File: src/rtl/leil_pkg.sv
// Shared constants and types of the line event interrupt logic
package leil_pkg;
    // Register offsets on the serial register port
    localparam logic [6:0] ADDR_SRC_FLAGS = 7'h03;
    localparam logic [6:0] ADDR_EN_MASK = 7'h05;
    localparam logic [6:0] ADDR_PIN_POLARITY = 7'h06;
    localparam logic [6:0] ADDR_RING_TH = 7'h0e;
    localparam logic [6:0] ADDR_HOOK_CTRL = 7'h12;
    localparam logic [6:0] ADDR_FAULT_EN = 7'h15;
    localparam logic [6:0] ADDR_LINE_VOLT = 7'h1b;
    localparam logic [6:0] ADDR_FAULT_CAUSE = 7'h1e;
    // Reset values
    localparam logic [7:0] RST_EN_MASK = 8'h00;
    localparam logic [7:0] RST_PIN_POLARITY = 8'h00;
    localparam logic [1:0] RST_RING_TH = 2'h0;
    localparam logic [7:0] RST_HOOK_CTRL = 8'h00;
    localparam logic [7:0] RST_FAULT_EN = 8'h00;
    // Field positions
    localparam int POS_PIN_LO = 5;
    localparam int POS_CLK_FAULT = 4;
    localparam int POS_AUTO_POLL = 3;
    localparam int POS_LINE_FAULT = 2;
    localparam int POS_SYNC_LOSS = 1;
    localparam int POS_RING = 0;
    localparam int POS_OFF_HOOK = 7;
    localparam int POS_DC_PATH = 6;
    localparam int POS_AC_PATH = 5;
    localparam int POS_EN_OVERLOAD = 7;
    localparam int POS_EN_UNDERV = 2;
    localparam int POS_EN_OVERV = 1;
    localparam int POS_EN_OVERI = 0;
    // Serial frame: one command byte (bit 7 set for read), one data byte
    localparam logic [4:0] SPI_CMD_BITS = 5'd8;
    localparam logic [4:0] SPI_FRAME_BITS = 5'd16;
    // Ring threshold levels selected by the two-bit threshold field
    localparam logic [7:0] RING_TH_LEVEL [4] = '{8'h40, 8'h60, 8'h80, 8'ha0};
    // Ring monitor hold time after the line crosses back
    localparam int CLK_MHZ = 250;
    localparam int RING_HOLD_MS = 25;
    localparam int RING_HOLD_CYCLES = RING_HOLD_MS * CLK_MHZ * 1000;
    // Interrupt source flags, one dedicated bit each
    typedef struct packed {
        logic [2:0] pin_irq;
        logic pcm_clock_fault_flag;
        logic ring_monitor_flag;
        logic line_fault_flag;
        logic barrier_sync_loss_flag;
        logic ring_detect_flag;
    } leil_src_t;
    // Line fault causes reported by the line side
    typedef struct packed {
        logic undervoltage_cause;
        logic overvoltage_cause;
        logic overcurrent_cause;
        logic overload_cause;
    } leil_cause_t;
endpackage

File: src/rtl/leil_top.sv
// Line event interrupt logic with serial register port
// How it works
// - Each interrupt source owns one flag bit of the source register.
// - Reading the source register returns flags, clears them, releases the pin.
// - A PCM clock fault sets source bit 4.
// - A line condition fault sets source bit 2.
// - Loss of barrier sync sets source bit 1.
// - AC level above the threshold field sets ring detect and ring monitor.
// - Each expansion pin flag rises only with its own enable bit.
// - Each expansion pin triggers on the level its polarity bit selects.
// - Enable bit 4 gates the clock fault flag.
// - Enable bit 2 gates the line fault flag.
// - Enable bit 1 gates the sync loss flag.
// - Enable bit 0 gates ring detect and ring monitor together.
// - Line fault indications only count while off hook.
// - Line voltage sits in bits 7 to 1; bit 0 reads zero.
// - PLL reset clears a transient clock fault; lasting clock loss reasserts.
// - Read clears ring detect; ring monitor holds while over and 25 ms after.
`timescale 1ns/10ps
`default_nettype none
module leil_top #(
    parameter int RING_HOLD_CYCLES = leil_pkg::RING_HOLD_CYCLES
) (
    // Clock and reset
    input wire logic SYS_CLK_I,
    input wire logic RST_I,
    // Serial register port
    input wire logic SPI_SCLK_I,
    input wire logic SPI_CS_N_I,
    input wire logic SPI_SDI_I,
    output logic SPI_SDO_O,
    output logic SPI_SDO_OE_O,
    // Event sources
    input wire logic [2:0] PIN_IRQ_I,
    input wire logic PCM_CLOCK_FAULT_I,
    input wire logic PLL_RESET_I,
    input wire logic SYNC_LOSS_I,
    input wire leil_pkg::leil_cause_t LINE_CAUSE_I,
    input wire logic [7:0] LINE_AC_LEVEL_I,
    input wire logic [6:0] LINE_VOLTAGE_I,
    // Interrupt and line control
    output logic IRQ_N_O,
    output logic OFF_HOOK_O,
    output logic DC_PATH_EN_O,
    output logic AC_PATH_EN_O
);
    import leil_pkg::*;

    // Refuse a hold too short for the ring monitor window to be seen
    if (RING_HOLD_CYCLES < 4) begin : g_bad_ring_hold
        $error("RING_HOLD_CYCLES must be at least four");
    end

    // Serial port state
    logic sclk_q;
    logic [4:0] bit_cnt_q;
    logic [7:0] shin_q;
    logic [7:0] cmd_q;
    logic [7:0] tx_q;
    logic sclk_rise;
    logic sclk_fall;
    logic cmd_load;
    logic [7:0] cmd_d;
    logic wr_stb;
    logic rd_clr;
    logic [7:0] rd_data;
    logic [7:0] wr_data;

    // Software registers
    logic [7:0] en_q;
    logic [2:0] polarity_q;
    logic [1:0] rth_q;
    logic [7:0] hook_q;
    logic [7:0] fde_q;
    logic [7:0] volt_q;
    logic [7:0] cause_q;

    // Flags and event sources
    leil_src_t flags_q;
    leil_src_t flags_d;
    leil_src_t set_vec;
    logic [7:0] irq_map;
    logic [7:0] irq_map_d;
    logic exceed;
    logic exceed_q;
    logic ring_rise;
    logic hold_active;
    logic line_fault_cond;
    logic mon_latch_q;

    // Edge detection on the serial clock, sampled as a plain synchronous input
    assign sclk_rise = SPI_SCLK_I && !sclk_q;
    assign sclk_fall = !SPI_SCLK_I && sclk_q;
    assign cmd_d = {shin_q[6:0], SPI_SDI_I};
    assign cmd_load = !SPI_CS_N_I && sclk_rise && (bit_cnt_q == SPI_CMD_BITS - 5'd1);
    assign wr_data = cmd_d;
    assign wr_stb = !SPI_CS_N_I && sclk_rise && !cmd_q[7]
        && (bit_cnt_q == SPI_FRAME_BITS - 5'd1);
    assign rd_clr = cmd_load && cmd_d[7] && (cmd_d[6:0] == ADDR_SRC_FLAGS);

    always_ff @(posedge SYS_CLK_I or posedge RST_I) begin
        if (RST_I) begin
            sclk_q <= 1'b0;
        end else begin
            sclk_q <= SPI_SCLK_I;
        end
    end

    // Bit counter and input shifter; extra clocks past the frame are ignored
    always_ff @(posedge SYS_CLK_I or posedge RST_I) begin
        if (RST_I) begin
            bit_cnt_q <= '0;
            shin_q <= '0;
            cmd_q <= '0;
        end else if (SPI_CS_N_I) begin
            bit_cnt_q <= '0;
        end else if (sclk_rise && bit_cnt_q != SPI_FRAME_BITS) begin
            bit_cnt_q <= bit_cnt_q + 5'd1;
            shin_q <= cmd_d;
            if (cmd_load) begin
                cmd_q <= cmd_d;
            end
        end
    end

    // Read multiplexer, indexed by the address just received
    always_comb begin
        rd_data = 8'h00;
        unique case (cmd_d[6:0])
            ADDR_SRC_FLAGS: rd_data = flags_q;
            ADDR_EN_MASK: rd_data = en_q;
            ADDR_PIN_POLARITY: rd_data = {polarity_q, 5'h00};
            ADDR_RING_TH: rd_data = {6'h00, rth_q};
            ADDR_HOOK_CTRL: rd_data = hook_q;
            ADDR_FAULT_EN: rd_data = fde_q;
            ADDR_LINE_VOLT: rd_data = volt_q;
            ADDR_FAULT_CAUSE: rd_data = cause_q;
            default: rd_data = 8'h00;
        endcase
    end

    // Output shifter: loaded after the command byte, shifted on falling edges
    always_ff @(posedge SYS_CLK_I or posedge RST_I) begin
        if (RST_I) begin
            tx_q <= '0;
            SPI_SDO_OE_O <= 1'b0;
        end else if (SPI_CS_N_I) begin
            SPI_SDO_OE_O <= 1'b0;
        end else if (cmd_load) begin
            tx_q <= cmd_d[7] ? rd_data : 8'h00;
            SPI_SDO_OE_O <= cmd_d[7];
        end else if (sclk_fall && bit_cnt_q > SPI_CMD_BITS) begin
            tx_q <= {tx_q[6:0], 1'b0};
        end
    end

    assign SPI_SDO_O = tx_q[7];

    // Writable registers; the source register ignores writes
    always_ff @(posedge SYS_CLK_I or posedge RST_I) begin
        if (RST_I) begin
            en_q <= RST_EN_MASK;
            polarity_q <= RST_PIN_POLARITY[7:5];
            rth_q <= RST_RING_TH;
            hook_q <= RST_HOOK_CTRL;
            fde_q <= RST_FAULT_EN;
        end else if (wr_stb) begin
            unique case (cmd_q[6:0])
                ADDR_EN_MASK: en_q <= wr_data;
                ADDR_PIN_POLARITY: polarity_q <= wr_data[7:5];
                ADDR_RING_TH: rth_q <= wr_data[1:0];
                ADDR_HOOK_CTRL: hook_q <= wr_data;
                ADDR_FAULT_EN: fde_q <= wr_data;
                default: ;
            endcase
        end
    end

    // Line side readings; bit 0 of the voltage reading is reserved and zero
    always_ff @(posedge SYS_CLK_I or posedge RST_I) begin
        if (RST_I) begin
            volt_q <= 8'h00;
            cause_q <= 8'h00;
        end else begin
            volt_q <= {LINE_VOLTAGE_I, 1'b0};
            cause_q <= {1'b0, LINE_CAUSE_I, 3'h0};
        end
    end

    // Line control outputs follow the hook control register
    always_ff @(posedge SYS_CLK_I or posedge RST_I) begin
        if (RST_I) begin
            OFF_HOOK_O <= 1'b0;
            DC_PATH_EN_O <= 1'b0;
            AC_PATH_EN_O <= 1'b0;
        end else begin
            OFF_HOOK_O <= hook_q[POS_OFF_HOOK];
            DC_PATH_EN_O <= hook_q[POS_DC_PATH];
            AC_PATH_EN_O <= hook_q[POS_AC_PATH];
        end
    end

    // Ring threshold compare and crossing detection
    assign exceed = LINE_AC_LEVEL_I > RING_TH_LEVEL[rth_q];
    assign ring_rise = exceed && !exceed_q;

    always_ff @(posedge SYS_CLK_I or posedge RST_I) begin
        if (RST_I) begin
            exceed_q <= 1'b0;
        end else begin
            exceed_q <= exceed;
        end
    end

    leil_ring_hold #(
        .HOLD_CYCLES(RING_HOLD_CYCLES)
    ) u_ring_hold (
        .clk_i(SYS_CLK_I),
        .rst_i(RST_I),
        .exceed_i(exceed),
        .active_o(hold_active)
    );

    // A line fault only counts while off hook; on hook the causes are noise
    assign line_fault_cond = hook_q[POS_OFF_HOOK] && (
        (LINE_CAUSE_I.undervoltage_cause && fde_q[POS_EN_UNDERV])
        || (LINE_CAUSE_I.overvoltage_cause && fde_q[POS_EN_OVERV])
        || (LINE_CAUSE_I.overcurrent_cause && fde_q[POS_EN_OVERI])
        || (LINE_CAUSE_I.overload_cause && fde_q[POS_EN_OVERLOAD]));

    // Per pin: trigger level chosen by polarity, gated by its own enable
    for (genvar g = 0; g < 3; g++) begin : g_pin
        assign set_vec.pin_irq[g] = en_q[POS_PIN_LO + g]
            && (PIN_IRQ_I[g] == polarity_q[g]);
    end

    // Level sources set every cycle they persist, so a lasting fault reasserts
    assign set_vec.pcm_clock_fault_flag = PCM_CLOCK_FAULT_I && en_q[POS_CLK_FAULT];
    assign set_vec.line_fault_flag = line_fault_cond && en_q[POS_LINE_FAULT];
    assign set_vec.barrier_sync_loss_flag = SYNC_LOSS_I && en_q[POS_SYNC_LOSS];
    assign set_vec.ring_detect_flag = ring_rise && en_q[POS_RING];
    assign set_vec.ring_monitor_flag = ring_rise && en_q[POS_RING];

    // Latched part of ring monitor; the visible bit also shows the hold window
    always_ff @(posedge SYS_CLK_I or posedge RST_I) begin
        if (RST_I) begin
            mon_latch_q <= 1'b0;
        end else begin
            mon_latch_q <= set_vec.ring_monitor_flag || (mon_latch_q && !rd_clr);
        end
    end

    // Flag update: a set in the clearing cycle wins, so no event is lost
    always_comb begin
        flags_d = rd_clr ? '0 : flags_q;
        flags_d = flags_d | set_vec;
        flags_d.ring_monitor_flag = set_vec.ring_monitor_flag
            || (mon_latch_q && !rd_clr) || (hold_active && en_q[POS_RING]);
        if (PLL_RESET_I && !set_vec.pcm_clock_fault_flag) begin
            flags_d.pcm_clock_fault_flag = 1'b0;
        end
    end

    always_ff @(posedge SYS_CLK_I or posedge RST_I) begin
        if (RST_I) begin
            flags_q <= '0;
        end else begin
            flags_q <= flags_d;
        end
    end

    // Ring enable covers both ring bits; bit 3 of the mask is auto-poll, not an enable
    assign irq_map = {en_q[7:4], en_q[POS_RING], en_q[2:0]};
    assign irq_map_d = (wr_stb && cmd_q[6:0] == ADDR_EN_MASK)
        ? {wr_data[7:4], wr_data[POS_RING], wr_data[2:0]} : irq_map;

    // Active low pin from the next flag and mask values, so it tracks them exactly
    always_ff @(posedge SYS_CLK_I or posedge RST_I) begin
        if (RST_I) begin
            IRQ_N_O <= 1'b1;
        end else begin
            IRQ_N_O <= !(|(flags_d & irq_map_d));
        end
    end

    chk_irq_tracks_flags: assert property (@(posedge SYS_CLK_I) disable iff (RST_I)
        IRQ_N_O == !(|(flags_q & irq_map))) else $error("interrupt pin disagrees with flags");

    chk_read_clears_ring: assert property (@(posedge SYS_CLK_I) disable iff (RST_I)
        rd_clr && !set_vec.ring_detect_flag |=> !flags_q.ring_detect_flag)
        else $error("ring detect survived a source read");

    chk_read_then_idle: assert property (@(posedge SYS_CLK_I) disable iff (RST_I)
        rd_clr && set_vec == '0 && !hold_active |=> flags_q == '0 ##0 IRQ_N_O)
        else $error("source read did not clear flags");

    chk_clock_fault_set: assert property (@(posedge SYS_CLK_I) disable iff (RST_I)
        PCM_CLOCK_FAULT_I && en_q[4] |=> flags_q[4]) else $error("clock fault not flagged");

    chk_pll_clears: assert property (@(posedge SYS_CLK_I) disable iff (RST_I)
        PLL_RESET_I && !PCM_CLOCK_FAULT_I |=> !flags_q[4]) else $error("pll reset left clock fault");

    chk_line_fault_hook: assert property (@(posedge SYS_CLK_I) disable iff (RST_I)
        !flags_q[2] && !hook_q[7] |=> !flags_q[2]) else $error("line fault raised on hook");

    chk_sync_loss_set: assert property (@(posedge SYS_CLK_I) disable iff (RST_I)
        SYNC_LOSS_I && en_q[1] |=> flags_q[1]) else $error("sync loss not flagged");

    chk_ring_pair: assert property (@(posedge SYS_CLK_I) disable iff (RST_I)
        ring_rise && en_q[0] |=> flags_q[0] && flags_q[3] ##1 flags_q[3])
        else $error("ring crossing did not set both ring bits");

    chk_pin_enable: assert property (@(posedge SYS_CLK_I) disable iff (RST_I)
        !en_q[5] && !flags_q[5] |=> !flags_q[5]) else $error("disabled pin raised a flag");

    chk_pin_polarity: assert property (@(posedge SYS_CLK_I) disable iff (RST_I)
        en_q[5] && PIN_IRQ_I[0] == polarity_q[0] |=> flags_q[5]) else $error("pin level not flagged");

    chk_volt_bit0: assert property (@(posedge SYS_CLK_I) disable iff (RST_I)
        cmd_load && cmd_d == {1'b1, ADDR_LINE_VOLT} |=> tx_q[0] == 1'b0 && SPI_SDO_OE_O)
        else $error("voltage reserved bit not zero");

    // Raising checked on the interrupt pin alone, latching checked on the flag vector itself
    chk_irq_on_set: assert property (@(posedge SYS_CLK_I) disable iff (RST_I)
        (set_vec & irq_map) != 8'h00 && !wr_stb |=> !IRQ_N_O)
        else $error("enabled event did not raise the interrupt");

    chk_flags_latch: assert property (@(posedge SYS_CLK_I) disable iff (RST_I)
        !rd_clr |=> (flags_q & $past(flags_q) & 8'he7) == ($past(flags_q) & 8'he7))
        else $error("latched flag lost without a read");

    chk_line_fault_set: assert property (@(posedge SYS_CLK_I) disable iff (RST_I)
        line_fault_cond && en_q[POS_LINE_FAULT] |=> flags_q.line_fault_flag)
        else $error("line fault not flagged");

    chk_monitor_hold: assert property (@(posedge SYS_CLK_I) disable iff (RST_I)
        hold_active && en_q[POS_RING] |=> flags_q.ring_monitor_flag)
        else $error("ring monitor dropped inside the hold window");
endmodule // leil_top
`default_nettype wire

File: src/rtl/leil_ring_hold.sv
// Ring monitor hold timer: active while over threshold and a hold time after
`timescale 1ns/10ps
`default_nettype none
module leil_ring_hold #(
    parameter int HOLD_CYCLES = 6250000
) (
    // Clock and reset
    input wire logic clk_i,
    input wire logic rst_i,
    // Level in and held level out
    input wire logic exceed_i,
    output logic active_o
);
    localparam int CW = $clog2(HOLD_CYCLES + 1);

    // Refuse a hold that cannot be counted
    if (HOLD_CYCLES < 1) begin : g_bad_hold
        $error("HOLD_CYCLES must be at least one");
    end

    logic [CW-1:0] cnt_q;

    // Reload while over threshold, then count down the hold window
    always_ff @(posedge clk_i or posedge rst_i) begin
        if (rst_i) begin
            cnt_q <= '0;
        end else if (exceed_i) begin
            cnt_q <= CW'(HOLD_CYCLES);
        end else if (cnt_q != '0) begin
            cnt_q <= cnt_q - CW'(1);
        end
    end

    // A new crossing inside the window restarts the hold, so no gap appears
    always_ff @(posedge clk_i or posedge rst_i) begin
        if (rst_i) begin
            active_o <= 1'b0;
        end else begin
            active_o <= exceed_i || (cnt_q > CW'(1));
        end
    end

    chk_hold_after_drop: assert property (@(posedge clk_i) disable iff (rst_i)
        $fell(exceed_i) |-> active_o [*4]) else $error("ring monitor dropped too early");
endmodule // leil_ring_hold
`default_nettype wire

File: config.mk
export PLATFORM = sky130hd
export DESIGN_NAME = leil_top
export DESIGN_NICKNAME = d
export VERILOG_FILES = /design/src/rtl/leil_pkg.sv /design/src/rtl/leil_top.sv /design/src/rtl/leil_ring_hold.sv
export SDC_FILE = /design/constraint.sdc
export NUM_CORES = 1
export LEC_CHECK = 0
export ABC_AREA = 1
export BUFFER_PORTS_ARGS = -buffer_cell sky130_fd_sc_hd__buf_4
export CORE_MARGIN = 2
export CORE_UTILIZATION = 40
export DETAILED_ROUTE_END_ITERATION = 10
export PLACE_DENSITY = 0.58
export SLEW_MARGIN = 20
export SYNTH_ARGS = -nofsm -noshare
export SYNTH_HDL_FRONTEND = slang
export SYNTH_SLANG_ARGS = --single-unit
File: constraint.sdc
create_clock -name SYS_CLK_I -period 6.4 [get_ports SYS_CLK_I]
set_clock_uncertainty 0.1 [all_clocks]
set_input_delay 0.32 -clock SYS_CLK_I [delete_from_list [all_inputs] [get_ports SYS_CLK_I]]
set_output_delay 0.32 -clock SYS_CLK_I [all_outputs]
set_load 0.02 [all_outputs]
* Yosys cells after proc, flatten, opt, wreduce, memory -nomap -nowiden
Index checks and enable logic that the tools add are counted.
** Storage, ports and cells
- Register bits :: 108
- Input bits :: 30
- Logic and storage cells :: 127
** Operators by class
- Add/sub/neg operators :: 2
- Order comparisons :: 4
- Equal/unequal tests :: 19
- Mux-type cells :: 16
- Bitwise operators :: 4
- Reduce and logical (&&, ||, !) cells :: 55
** Operator list (count)
- case mux 8 bit (8 select lines) :: 1
- two-way mux 8 bit :: 7
- two-way mux 23 bit :: 2
- equality test 7 x 5 -> 1 bit, second input constant :: 6
- equality test 7 x 3 -> 1 bit, second input constant :: 4
- logical AND 1 bit :: 27
- > comparator 23 x 1 -> 1 bit, second input constant :: 1
- nonzero test 23 bit :: 1
- subtractor 23 x 1 -> 23 bit, second input constant :: 1
- binary-select mux 8 bit (select 2 bit) :: 1
- equality test 7 x 4 -> 1 bit, second input constant :: 2
- AND reduction 2 bit :: 7
- two-way mux 5 bit :: 2
- AND 8 bit :: 1
- > comparator 8 bit :: 1
- zero test 1 bit :: 8
- bitwise OR 8 bit :: 1
- nonzero test 2 bit :: 4
- OR reduction 8 bit :: 1
- equality test 7 x 2 -> 1 bit, second input constant :: 1
- logical OR 1 bit :: 6
- adder 5 x 1 -> 5 bit, second input constant :: 1
- equality test 5 x 3 -> 1 bit, second input constant :: 1
- equality test 5 x 4 -> 1 bit, second input constant :: 1
- other kinds (8) :: 12

* Longest topological paths before layout
Gate-level depths: netlist of the first run.
- Depth in word-level cells :: 13
- Depth in mapped cells :: 14
- Gate-level depth less buffers :: 14

* Hierarchy
From an unflattened synthesis of the first run, not the netlist that was laid out.
** Second synthesis, totals
- Cell total of the unflattened synthesis :: 690
- Area, all modules :: 5582.9 µm²
** Modules (own cells, without submodules)
- leil_top :: instances 1, cells each 479, area an instance 3983.8 µm²
- leil_ring_hold :: instances 1, cells each 211, area an instance 1599.0 µm²

* Worst setup path after synthesis of the first run
No wires, ideal clock.
- Kind :: flip-flop to flip-flop
- Start :: register bit_cnt_q[0]
- End :: register hook_q[0]
- Setup time :: 0.124 ns
- Arrival time :: 1.724 ns
- Path slack :: 4.453 ns
- Cell stages (with the launch flop) :: 11
- Buffers on the path :: 1
- Period minus slack after synthesis :: 1.947 ns
- Cell sequence :: dfrtp_1 -> ha_1 -> nand2_1 -> nor2_1 -> ha_1 -> nand2_1 -> nor4_2 -> nand4_2 -> buf_2 -> nand2_1 -> o21ai_1
** Between the ends
- Word-level cells in the longest chain between the ends :: 3
** RTL lines
- from (decl) :: RTL line leil_top.sv:56 : logic [4:0] bit_cnt_q;
- from (signal assigned) :: RTL line leil_top.sv:118 : bit_cnt_q <= bit_cnt_q + 5'd1;
- equality test 5 x 4 -> 1 bit :: RTL line leil_top.sv:98 : && (bit_cnt_q == SPI_FRAME_BITS - 5'd1);
- logical AND 1 bit :: RTL line leil_top.sv:98
- AND reduction 2 bit (no line)
- to (signal assigned) :: RTL line leil_top.sv:172 : ADDR_HOOK_CTRL: hook_q <= wr_data;
- to (decl) :: RTL line leil_top.sv:73 : logic [7:0] hook_q;
Every way passes these cells.
A chain may end at the register's enable or synchronous reset.

* Worst setup path after layout of the first run
- Start :: register rth_q[1]
- End :: register u_ring_hold.cnt_q[13]
** Between the ends
- Word-level cells in the longest chain between the ends :: 6
** RTL lines
- from (decl) :: RTL line leil_top.sv:72 : logic [1:0] rth_q;
- from (signal assigned) :: RTL line leil_top.sv:171 : ADDR_RING_TH: rth_q <= wr_data[1:0];
- NOT 2 -> 3 bit (implied by the code) * :: RTL line leil_top.sv:204 : assign exceed = LINE_AC_LEVEL_I > RING_TH_LEVEL[rth_q];
- binary-select mux 8 bit (select 2 bit) * :: RTL line leil_top.sv:204
- two-way mux 8 bit (implied by the code) * (2 in a row) :: RTL line leil_top.sv:204
- > comparator 8 bit * :: RTL line leil_top.sv:204
- two-way mux 23 bit / nonzero test 2 bit (equally long branches)
- to (signal assigned) :: RTL line leil_ring_hold.sv:28 : cnt_q <= CW'(HOLD_CYCLES);
- to (signal assigned) :: RTL line leil_ring_hold.sv:30 : cnt_q <= cnt_q - CW'(1);
- to (decl) :: RTL line leil_ring_hold.sv:21 : logic [CW-1:0] cnt_q;
Every way passes the cells marked *; elsewhere a longest branch is shown, timed or not. The select of a mux whose other input is x is not followed.

==> results of run 1 <==
[cell usage after synthesis, types with 2 or more instances]
cell type / instances
nor3_1: 9
nand2_2: 16
nor2_2: 2
inv_2: 8
xor2_1: 3
o21ai_0: 53
nor4_1: 5
o21ai_1: 7
nor2_1: 61
nor3_2: 3
nand3_1: 60
clkbuf_1: 4
nand4_2: 2
ha_1: 8
a21oi_1: 19
nand4_1: 13
inv_1: 65
nor2_4: 4
xnor2_1: 3
dfrtp_1: 107
buf_2: 5
nand3_2: 2
clkinv_1: 4
nand2_1: 188
[critical path, delay by kind of cell, from the launching register on]
family / cells / cell delay [ns]
AO/OA/AOI/OAI: 1 / 0.22
flip-flops: 1 / 0.38
buffers and inverters: 2 / 0.57
AND/OR/NAND/NOR: 4 / 0.78
adder cells (fa/ha/maj): 1 / 0.29
[stage by stage]
stage / area, sq um / util [%] / cells / hold slack (ns)
global placement: 5820 / 44.1 / 872 / 0.240
finish: 6240 / 47.3 / 901 / 0.102
CTS: 6230 / 47.2 / 901 / 0.0929
detailed placement: 5820 / 44.1 / 872 / 0.241
global route: 6240 / 47.3 / 901 / 0.0980
floorplan: 5370 / - / 669 / 0.251
[worst paths after layout]
check / from / end
worst max-delay path: rth_q[1] / u_ring_hold.cnt_q[13]
min in group asynchronous: RST_I / u_ring_hold.cnt_q[10]
worst min-delay path: SYNC_LOSS_I / flags_q[1]
max in group asynchronous: RST_I / rth_q[1]
worst max register to register: rth_q[1] / u_ring_hold.cnt_q[13]
worst min register to register: hook_q[5] / AC_PATH_EN_O
[sequential cells by signal, indices dropped and copies added, names as in the netlist, 2 cells and up]
signal,count
u_ring_hold.cnt_q,23
cmd_q,8
en_q,8
fde_q,8
flags_q,8
hook_q,8
tx_q,8
shin_q,7
volt_q,7
bit_cnt_q,5
cause_q,4
polarity_q,3
rth_q,2
[layer usage]
| layer | GRT usage [%] | part of all wire, % | vias up |
|---|---|---|---|
| li1 | - | - | 2259 |
| met4 | 5.66 | 2.3 | 0 |
| met1 | 26.9 | 45 | 2175 |
| met3 | 4.85 | 4.6 | 20 |
| met2 | 31.7 | 48 | 95 |
| met5 | 0 | 0 | - |
[area by class of cell]
class / count / area [sq um] / share of cell area, %
Clock buffer: 12 / 236 / 3.79
Multi-Input combinational cell: 474 / 2320 / 37.2
Tap cell: 176 / 220 / 3.53
Inverter: 77 / 292 / 4.67
Timing Repair Buffer: 50 / 412 / 6.60
Sequential cell: 108 / 2700 / 43.4
Clock inverter: 4 / 50.0 / 0.803
[cells by family after synthesis]
family	count (synthesis)	synth area share (%)
AND/OR/NAND/NOR	372	31.8
XOR/XNOR	6	0.979
AO/OA/AOI/OAI	88	8.63
flip-flops	108	50.4
buffers and inverters	87	6.34
adder cells (fa/ha/maj)	8	1.87
[repair_timing]
action | CTS | global route
gates resized for setup | 0 | 0
hold buffers | 13 | 0
buffers inserted | 0 | 0
endpoints found under the hold margin | 39 | 0
[power by group through the flow]
stage | sequential, mW | combinational [mW] | clock (mW)
CTS | 0.731 | 0.172 | 0.563
floorplan | 0.732 | 0.117 | 0
global placement | 0.744 | 0.163 | 0
detailed placement | 0.745 | 0.165 | 0
global route | 0.735 | 0.193 | 0.594
finish | 0.732 | 0.171 | 0.549
==> flow_metrics.py, run 1 <==
metrics = {
    "layout": {
        "syn_to_final_growth_pct": 16.2,
        "layout.cells.most_common_list": "nand2_1 (188), dfrtp_1 (107), inv_1 (64)",
        "finalNetCount": 758,
        "final_layout_size_suffix_gt1_share_pct": 13.0,
        "n_antenna_cell": 0,
        "final_common_cell": "nand2_1",
        "fillers": 1309,
    },
    "global_routing": {
        "initial_antenna_violation_count": 0,
        "grt_usage_pct": 19.8,
        "overflow": 0,
        "global_route_wire_length_before_repair_um": 22500,
        "largest_net_degree_at_the_start_of_global_routing": 82,
        "grt_pass1_vias": 4453,
    },
    "place": {
        "dpl.hpwl_um": 9770,
        "port_buffers": 35,
        "globalplace.congestion": 0.920,
        "detailedPlace.worstSlack_ns": 4.00,
    },
    "worst_hold_path": {
        "hold-path-cell-count": 3,
        "holdCritPathClass": "in2reg",
    },
    "floorplan": {
        "floorplan.die_area_sq_mm": 0.0144,
        "core_region_area_sq_mm": 0.0132,
        "fp.dieW_um": 120,
        "initial_core_util_pct": 40.7,
        "dieHeight_um": 120,
        "ports": 36,
        "number_of_rows_in_the_core_area": 42,
    },
    "sta": {
        "tightest_slew_ns": 0.913,
        "hold_viol": 0,
        "period_share_pct": 37.7,
        "totalNegativeSetupSlack_ns": 0,
        "setup_repair_after_global_routing_missed_its_margin": "no",
        "fmaxAchievable_ghz": 0.415,
        "timing.final.max_slew_violations": 0,
        "relSlewSlack_pct": 38.9,
        "period_needed_ns": 2.41,
        "worst_slack_ns": 3.99,
        "finalSetupViolCount": 0,
    },
    "yosys": {
        "synth-seq-cells": 108,
        "netlist.area_leader.share_pct": 49.9,
        "synth_cells": 669,
        "synth_nets": 707,
        "post_synth.cell_area_avg_sq_um": 8.02,
        "most_frequently_used_flop_master_after_synthesis": "dfrtp_1",
        "ys_warn_count": 0,
        "async_flop_share_pct": 100,
        "syn_area_sq_mm": 0.00537,
        "synth-seq-area-share_pct": 50.4,
        "synth_area_leaders": "dfrtp_1 (50%), nand2_1 (13%), nand3_1 (5.6%)",
        "synth_top_cell_by_area": "dfrtp_1",
        "synth_edf_count": 0,
        "synthDistinctLibCells": 42,
    },
    "drt": {
        "vias": 4549,
        "first_pass_iters": 6,
        "wire_per_inst_um": 14.8,
        "remaining_drc_errors": 0,
        "post_drt_via_cell_ratio": 5.05,
        "antenna_violating_nets_post_route": 0,
        "detail_route.wirelength_um": 13300,
        "drt_first_iter_violations": 319,
    },
    "power_and_ir_drop": {
        "seq_power_share_pct": 50.4,
        "leakage_nw": 3.00,
        "power.total_mw": 1.45,
        "power.density_cell_area_mw_per_mm2": 233,
        "worst_ir_drop_vdd_mv": 0.161,
        "cell_internal_pwr_mw": 1.06,
        "p_sw_share_pct": 27.2,
        "p_clk_share_pct": 37.8,
        "p_sw_mw": 0.395,
        "combinational_fraction_of_design_power_pct": 11.8,
    },
    "clock_tree": {
        "htree_levels": 3,
        "ctsLongestPathBuffers": 2,
        "clockRootBuffer": "clkbuf_16",
        "clock_sinks": 108,
        "insertion_delay_of_the_later_clocked_pin_in_the_worst_skew_pair_ns": 0.35,
        "cts-buffers-inserted": 9,
        "clock_tree_from_tritoncts": "done",
        "path_clk_slew_ns": 0.07,
    },
    "critical_path": {
        "slowest_stage": "inv_1",
        "worst-endpoint-arrival_ns": 2.57,
        "cpPeakStageDelay_ns": 0.49,
        "r2r.worst_path.cells": 8,
        "reg2reg_slack_ns": 3.99,
        "worst-endpoint-required_ns": 6.56,
        "timing.critical_path.to_type": "register",
        "crit_path_start_kind": "register",
        "crit_path_max_fanout": 15,
        "critical_path.cell_chain": "inv_1 > ha_1 > nand2_1 > o21ai_0 > nand2_1 > inv_1 > nor2_1 > nor3_1",
        "worstSetupPathType": "reg2reg",
    },
    "outcome": {
        "outcome": "complete, no violations",
    },
    "job": {
        "cap_violations": 0,
    },
}
Power figures use the tool's default switching activity.
==> inputs of run 2 (changes only) <==
--- a/config.mk
+++ b/config.mk
@@ -5,7 +5,7 @@
 export SDC_FILE = /design/constraint.sdc
 export NUM_CORES = 1
 export LEC_CHECK = 0
-export ABC_AREA = 1
+export ABC_AREA = 0
 export BUFFER_PORTS_ARGS = -buffer_cell sky130_fd_sc_hd__buf_4
 export CORE_MARGIN = 2
 export CORE_UTILIZATION = 40
==> constraint.sdc (replaced) <==
create_clock -name SYS_CLK_I -period 2.5 [get_ports SYS_CLK_I]
set_clock_uncertainty 0.1 [all_clocks]
set_input_delay 0.125 -clock SYS_CLK_I [delete_from_list [all_inputs] [get_ports SYS_CLK_I]]
set_output_delay 0.125 -clock SYS_CLK_I [all_outputs]
set_load 0.02 [all_outputs]
==> run 2 against run 1 <==
  * Synthesized area shrank 1.4%
  * Sequential cell count is the same
  * Clock-buffer cell count is the same
  * Cell count shrank 19%
  * Global-route usage shrank 0.16 points
  * Die area shrank 1.3%
==> flow_metrics.py, run 2 <==
metrics = {
    "outcome": {
        "outcome": "complete, no violations",
    },
    "clock_tree": {
        "insertion_delay_of_the_later_clocked_pin_in_the_worst_skew_pair_ns": 0.35,
        "htree_levels": 3,
        "clock_sinks": 108,
        "path_clk_slew_ns": 0.07,
        "ctsLongestPathBuffers": 2,
        "clock_tree_from_tritoncts": "done",
        "cts-buffers-inserted": 9,
        "clockRootBuffer": "clkbuf_16",
    },
    "floorplan": {
        "initial_core_util_pct": 40.4,
        "fp.dieW_um": 119,
        "floorplan.die_area_sq_mm": 0.0142,
        "dieHeight_um": 119,
        "core_region_area_sq_mm": 0.0131,
        "ports": 36,
        "number_of_rows_in_the_core_area": 42,
    },
    "critical_path": {
        "cpPeakStageDelay_ns": 0.36,
        "timing.critical_path.to_type": "register",
        "cp.buffers_inverters": 1,
        "cpLargestDelayFamily": "simple AND/OR/NAND/NOR gates",
        "worst-endpoint-required_ns": 2.67,
        "slowest_stage": "dfrtp_1",
        "crit_path_start_kind": "register",
        "reg2reg_slack_ns": 0.03,
        "r2r.worst_path.cells": 9,
        "worst-endpoint-arrival_ns": 2.64,
        "worstSetupPathType": "reg2reg",
        "critical_path.cell_chain": "ha_2 > and3_4 > ha_4 > nor4b_4 > nor4bb_4 > buf_6 > mux2_4 > a22o_1 > nor4b_2",
        "crit_path_max_fanout": 5,
        "crit-reg2reg-launch": "bit_cnt_q[0]",
        "worst_r2r_endpoint": "IRQ_N_O",
    },
    "layout": {
        "layout.cells.most_common_list": "dfrtp_1 (107), buf_4 (73), nand2_1 (36)",
        "syn_to_final_growth_pct": 23.5,
        "final_layout_size_suffix_gt1_share_pct": 26.8,
        "finalNetCount": 590,
        "finalInstanceArea_sq_mm": 0.00654,
        "final_common_cell": "dfrtp_1",
        "registers.top_by_ff_count": "u_ring_hold.cnt_q",
        "number_of_flip_flops_in_the_largest_register": 23,
        "n_antenna_cell": 0,
    },
    "yosys": {
        "synth_area_leaders": "dfrtp_1 (51%), mux2_2 (7.4%), nand2_1 (2.6%)",
        "synth_top_cell_by_area": "dfrtp_1",
        "synth-seq-area-share_pct": 51.1,
        "netlist.area_leader.share_pct": 50.6,
        "synthDistinctLibCells": 63,
        "async_flop_share_pct": 100,
        "synthTopCellsByCount": "dfrtp_1 (107), nand2_1 (36), mux2_2 (35)",
        "most_frequently_used_flop_master_after_synthesis": "dfrtp_1",
        "post_synth.cell_area_avg_sq_um": 11.2,
        "ys_warn_count": 0,
        "synth.most_common_cell": "dfrtp_1",
        "synth_edf_count": 0,
        "synth-seq-cells": 108,
        "synth_nets": 509,
        "synth_cells": 471,
        "syn_area_sq_mm": 0.00529,
    },
    "sta": {
        "totalNegativeSetupSlack_ns": 0,
        "finalSetupViolCount": 0,
        "setup_repair_after_global_routing_missed_its_margin": "yes",
        "tightest_slew_ns": 0.818,
        "hold_viol": 0,
        "period_share_pct": 98.9,
        "fmaxAchievable_ghz": 0.404,
        "timing.final.max_slew_violations": 0,
        "period_needed_ns": 2.47,
        "relSlewSlack_pct": 44.0,
    },
    "drt": {
        "detail_route.wirelength_um": 13000,
        "antenna_violating_nets_post_route": 0,
        "remaining_drc_errors": 0,
        "vias": 4020,
        "post_drt_via_cell_ratio": 5.48,
        "first_pass_iters": 5,
        "drt_first_iter_violations": 333,
        "wire_per_inst_um": 17.8,
    },
    "global_routing": {
        "overflow": 0,
        "initial_antenna_violation_count": 0,
        "grt_pass1_vias": 4053,
        "grt_usage_pct": 19.7,
        "global_route_wire_length_before_repair_um": 21800,
        "largest_net_degree_at_the_start_of_global_routing": 86,
    },
    "power_and_ir_drop": {
        "power.density_cell_area_mw_per_mm2": 664,
        "power.total_mw": 4.34,
        "worst_ir_drop_vdd_mv": 0.426,
        "leakage_nw": 2.78,
    },
    "job": {
        "cap_violations": 0,
    },
    "place": {
        "globalplace.congestion": 0.877,
        "dpl.hpwl_um": 9070,
        "port_buffers": 35,
        "placement.cell_area_sq_mm": 0.00597,
    },
    "worst_hold_path": {
        "min_from": "PIN_IRQ_I[0]",
        "timing.hold.worst_endpoint": "flags_q[5]",
        "holdCritPathClass": "in2reg",
        "hold-path-cell-count": 3,
    },
}
run 2: cell types whose count changed in the layout (fill, tap and decap cells not counted), moves of 30 or more:
cell,before,now
nand2_1,188,36
nand3_1,60,8
inv_1,64,14
buf_4,36,73
o21ai_0,53,21
mux2_2,0,31
nor2_1,61,31
run 2: area by class of cell:
cell class                      instances  area (sq um)
Inverter                               15          60.1
Clock buffer                           12           246
Clock inverter                          4          57.6
Sequential cell                       108          2700
Tap cell                              176           220
Fill cell                            1188          6550
Multi-Input combinational cell        326          2500
Timing Repair Buffer                   92           751
run 2: metal layers:
metal / GRT usage [%] / vias up / wire [um]
met5: 0 / - / 0
met4: 6.55 / 0 / 178
met3: 4.02 / 15 / 565
met2: 31.6 / 102 / 6290
met1: 26.7 / 1997 / 5990
li1: - / 1906 / -
run 2: logic make-up after synthesis:
kind of cell | after synthesis | share of synthesized area [%]
AO/OA/AOI/OAI | 98 | 13.3
buffers and inverters | 37 | 2.93
AND/OR/NAND/NOR | 151 | 17.4
adder cells (fa/ha/maj) | 8 | 1.89
XOR/XNOR | 21 | 3.48
multiplexers | 48 | 9.91
flip-flops | 108 | 51.1
run 2: through the flow:
| stage | utilization (%) | cells | hold WS [ns] | setup slack (ns) |
|---|---|---|---|---|
| final | 50.0 | 733 | 0.0553 | 0.0277 |
| after global routing | 50.0 | 733 | 0.0684 | -0.118 |
| after CTS | 49.5 | 731 | 0.0523 | 0.000672 |
| after detailed placement | 45.6 | 695 | 0.111 | -0.154 |
| after global placement | 45.6 | 695 | 0.105 | -0.0913 |
| after floorplan | - | 471 | 0.0564 | 0.00604 |
run 2: worst max path at each step:
| stage | startpoint | to | slack, ns | depth (start not counted) |
|---|---|---|---|---|
| floorplan | bit_cnt_q[0] | IRQ_N_O | 0.006 | 9 |
| global placement | bit_cnt_q[0] | IRQ_N_O | -0.09 | 8 |
| detailed placement | bit_cnt_q[1] | IRQ_N_O | -0.15 | 8 |
| CTS | bit_cnt_q[1] | IRQ_N_O | 0.0007 | 9 |
| global route | bit_cnt_q[0] | IRQ_N_O | -0.12 | 9 |
| finish | bit_cnt_q[0] | IRQ_N_O | 0.03 | 9 |
run 2: worst reg2reg max path: cells and delay by family, from the launching register on:
kind | cells | cell delay (ns)
AO/OA/AOI/OAI | 1 | 0.22
flip-flops | 1 | 0.36
AND/OR/NAND/NOR | 4 | 0.92
multiplexers | 1 | 0.32
buffers and inverters | 1 | 0.17
adder cells (fa/ha/maj) | 2 | 0.31
run 2: power by group:
group          total [mW]  switching (mW)  internal [mW]
Combinational       0.929           0.573          0.356
Clock                1.47           0.656          0.815
Sequential           1.94          0.0872           1.85
Total                4.34            1.32           3.02
run 2: timing repair:
action / CTS / global route
hold endpoints to repair: 39 / 0
buffers inserted: 4 / 3
pin swaps: 2 / 7
setup endpoints to repair: 1 / 15
resized for setup: 3 / 10
hold buffers: 16 / 0
cloned: 0 / 0
==> inputs of run 3 (changes only) <==
--- a/config.mk
+++ b/config.mk
@@ -11,6 +11,7 @@
 export CORE_UTILIZATION = 40
 export DETAILED_ROUTE_END_ITERATION = 10
 export PLACE_DENSITY = 0.58
+export SETUP_SLACK_MARGIN = 0.15
 export SLEW_MARGIN = 20
 export SYNTH_ARGS = -nofsm -noshare
 export SYNTH_HDL_FRONTEND = slang
==> run 3 against run 2 <==
  * Combinational power decreased by 3.3%
  * First-iteration DRC count decreased by 9.9%
  * Sequential power increased by 3%
  * Worst hold slack got worse by 0.042 ns
  * Critical path depth unchanged
  * Non-clock buffer count increased by 1
  * Power decreased by 0.25%
  * Global-route usage decreased by 0.35 points
  * Largest cell class unchanged
  * Via count increased by 0.22%
  * Register-to-register slack got worse by 0.02 ns
  * Wire length increased by 0.86%
  * Die area unchanged
  * Critical endpoint unchanged
==> flow_metrics.py, run 3 (synthesis results as in run 2) <==
metrics = {
    "power_and_ir_drop": {
        "p_clk_share_pct": 33.0,
        "p_sw_mw": 1.37,
        "p_sw_share_pct": 31.7,
        "power.density_cell_area_mw_per_mm2": 658,
        "power.total_mw": 4.33,
        "seq_power_share_pct": 46.3,
        "cell_internal_pwr_mw": 2.96,
        "leakage_nw": 2.79,
        "worst_ir_drop_vdd_mv": 0.332,
        "combinational_fraction_of_design_power_pct": 20.8,
    },
    "place": {
        "port_buffers": 35,
        "detailedPlace.worstSlack_ns": 0.0158,
        "globalplace.congestion": 0.871,
        "dpl.hpwl_um": 9240,
        "dp.cells": 698,
    },
    "layout": {
        "finalNetCount": 591,
        "final_common_cell": "dfrtp_1",
        "layout.cells.most_common_list": "dfrtp_1 (107), buf_4 (71), nand2_1 (36)",
        "syn_to_final_growth_pct": 24.2,
        "number_of_flip_flops_in_the_largest_register": 23,
        "n_antenna_cell": 0,
        "final-instance-count-excl-fill": 734,
        "registers.top_by_ff_count": "u_ring_hold.cnt_q",
        "final_layout_size_suffix_gt1_share_pct": 27.4,
    },
    "critical_path": {
        "crit_path_start_kind": "register",
        "crit-reg2reg-launch": "bit_cnt_q[1]",
        "worstSetupPathType": "reg2reg",
        "r2r.worst_path.cells": 9,
        "worst-endpoint-arrival_ns": 2.66,
        "timing.critical_path.to_type": "register",
        "reg2reg_slack_ns": 0.01,
        "worst-endpoint-required_ns": 2.67,
        "crit_path_max_fanout": 5,
        "worst_r2r_endpoint": "IRQ_N_O",
    },
    "sta": {
        "setup_repair_after_global_routing_missed_its_margin": "yes",
        "timing.final.max_slew_violations": 0,
        "period_share_pct": 99.6,
        "period_needed_ns": 2.49,
        "tightest_slew_ns": 0.755,
        "worst_slack_ns": 0.0111,
        "totalNegativeSetupSlack_ns": 0,
        "fmaxAchievable_ghz": 0.402,
        "hold_viol": 0,
        "timing.hold.ws_ns": 0.0131,
        "relSlewSlack_pct": 49.5,
        "finalSetupViolCount": 0,
    },
    "global_routing": {
        "overflow": 0,
        "global_route_wire_length_before_repair_um": 21400,
        "initial_antenna_violation_count": 0,
        "grt_usage_pct": 19.3,
        "grt_pass1_vias": 4043,
        "largest_net_degree_at_the_start_of_global_routing": 109,
    },
    "floorplan": {
        "initial_core_util_pct": 40.4,
        "ports": 36,
        "core_region_area_sq_mm": 0.0131,
        "dieHeight_um": 119,
        "floorplan.die_area_sq_mm": 0.0142,
        "number_of_rows_in_the_core_area": 42,
        "fp.dieW_um": 119,
    },
    "job": {
        "cap_violations": 0,
    },
    "drt": {
        "detail_route.wirelength_um": 13100,
        "antenna_violating_nets_post_route": 0,
        "post_drt_via_cell_ratio": 5.49,
        "vias": 4029,
        "remaining_drc_errors": 0,
        "wire_per_inst_um": 17.9,
        "first_pass_iters": 4,
        "drt_first_iter_violations": 300,
    },
    "worst_hold_path": {
        "holdCritPathClass": "in2reg",
        "timing.hold.worst_endpoint": "SPI_SDO_OE_O",
        "hold-path-cell-count": 3,
        "min_from": "SPI_CS_N_I",
    },
    "clock_tree": {
        "clock_tree_from_tritoncts": "done",
        "ctsLongestPathBuffers": 2,
        "htree_levels": 3,
        "path_clk_slew_ns": 0.08,
        "cts-buffers-inserted": 9,
        "insertion_delay_of_the_later_clocked_pin_in_the_worst_skew_pair_ns": 0.36,
        "clock_sinks": 108,
        "clockRootBuffer": "clkbuf_16",
    },
    "outcome": {
        "outcome": "complete, no violations",
    },
}
==> run 3: changes by cell type in the layout (fill, tap and decap cells not counted), moves of 2 or more <==
cell and change:
mux2_4 +4, buf_4 -2, clkbuf_1 -2, inv_6 +3, buf_6 +2, mux2_2 -4
==> run 3: worst max path at each step <==
stage,from,to,slack [ns],depth (start not counted)
2_1_floorplan,bit_cnt_q[0],IRQ_N_O,0.08,9
3_3_place_gp,bit_cnt_q[1],IRQ_N_O,0.04,9
3_5_place_dp,bit_cnt_q[1],IRQ_N_O,0.02,9
4_1_cts,bit_cnt_q[1],IRQ_N_O,0.03,9
5_1_grt,bit_cnt_q[1],IRQ_N_O,-0.09,9
6_report,bit_cnt_q[1],IRQ_N_O,0.01,9
==> run 3: routing by layer <==
metal  global-route usage, %  wire, um  vias up
li1                        -         -     1904
met1                    26.6      5940     2029
met2                    30.5      6380       77
met3                    3.98       561       19
met4                    6.62       244        0
met5                       0         0        -
==> run 3: critical path, stage by stage (launching register included) <==
cell and delay [ns]:
dfrtp_1 0.36, ha_2 0.18, and3_4 0.18, ha_4 0.12, nor4b_4 0.22, nor4bb_4 0.26
buf_6 0.17, mux2_4 0.31, a22o_1 0.22, nor4b_2 0.28
==> run 3: cell type report <==
type / count / area [sq um]
Fill cell: 1155 / 6510
Sequential cell: 108 / 2700
Multi-Input combinational cell: 326 / 2520
Timing Repair Buffer: 93 / 778
Clock buffer: 10 / 239
Tap cell: 176 / 220
Inverter: 15 / 60.1
Clock inverter: 6 / 53.8
==> run 3: what timing repair did <==
action | in CTS | in global routing
hold endpoints to repair | 123 | 0
pin swaps | 4 | 4
gates resized for setup | 6 | 9
hold buffers | 16 | 0
buffers inserted | 1 | 3
setup endpoints to repair | 2 | 11
==> run 3: power by group through the flow <==
| stage | logic [mW] | registers, mW | clock network, mW |
|---|---|---|---|
| floorplan | 0.570 | 1.96 | 0 |
| global placement | 0.861 | 2.03 | 0 |
| detailed placement | 0.870 | 2.03 | 0 |
| CTS | 0.892 | 2.00 | 1.45 |
| global route | 0.985 | 2.02 | 1.52 |
| finish | 0.898 | 2.00 | 1.43 |
==> run 3: metrics by stage <==
| stage | area [sq um] | utilization [%] |
|---|---|---|
| after CTS | 6510 | 49.8 |
| after global routing | 6570 | 50.2 |
| after detailed placement | 6030 | 46.1 |
| final | 6570 | 50.2 |
| after floorplan | 5330 | - |
| after global placement | 6030 | 46.1 |
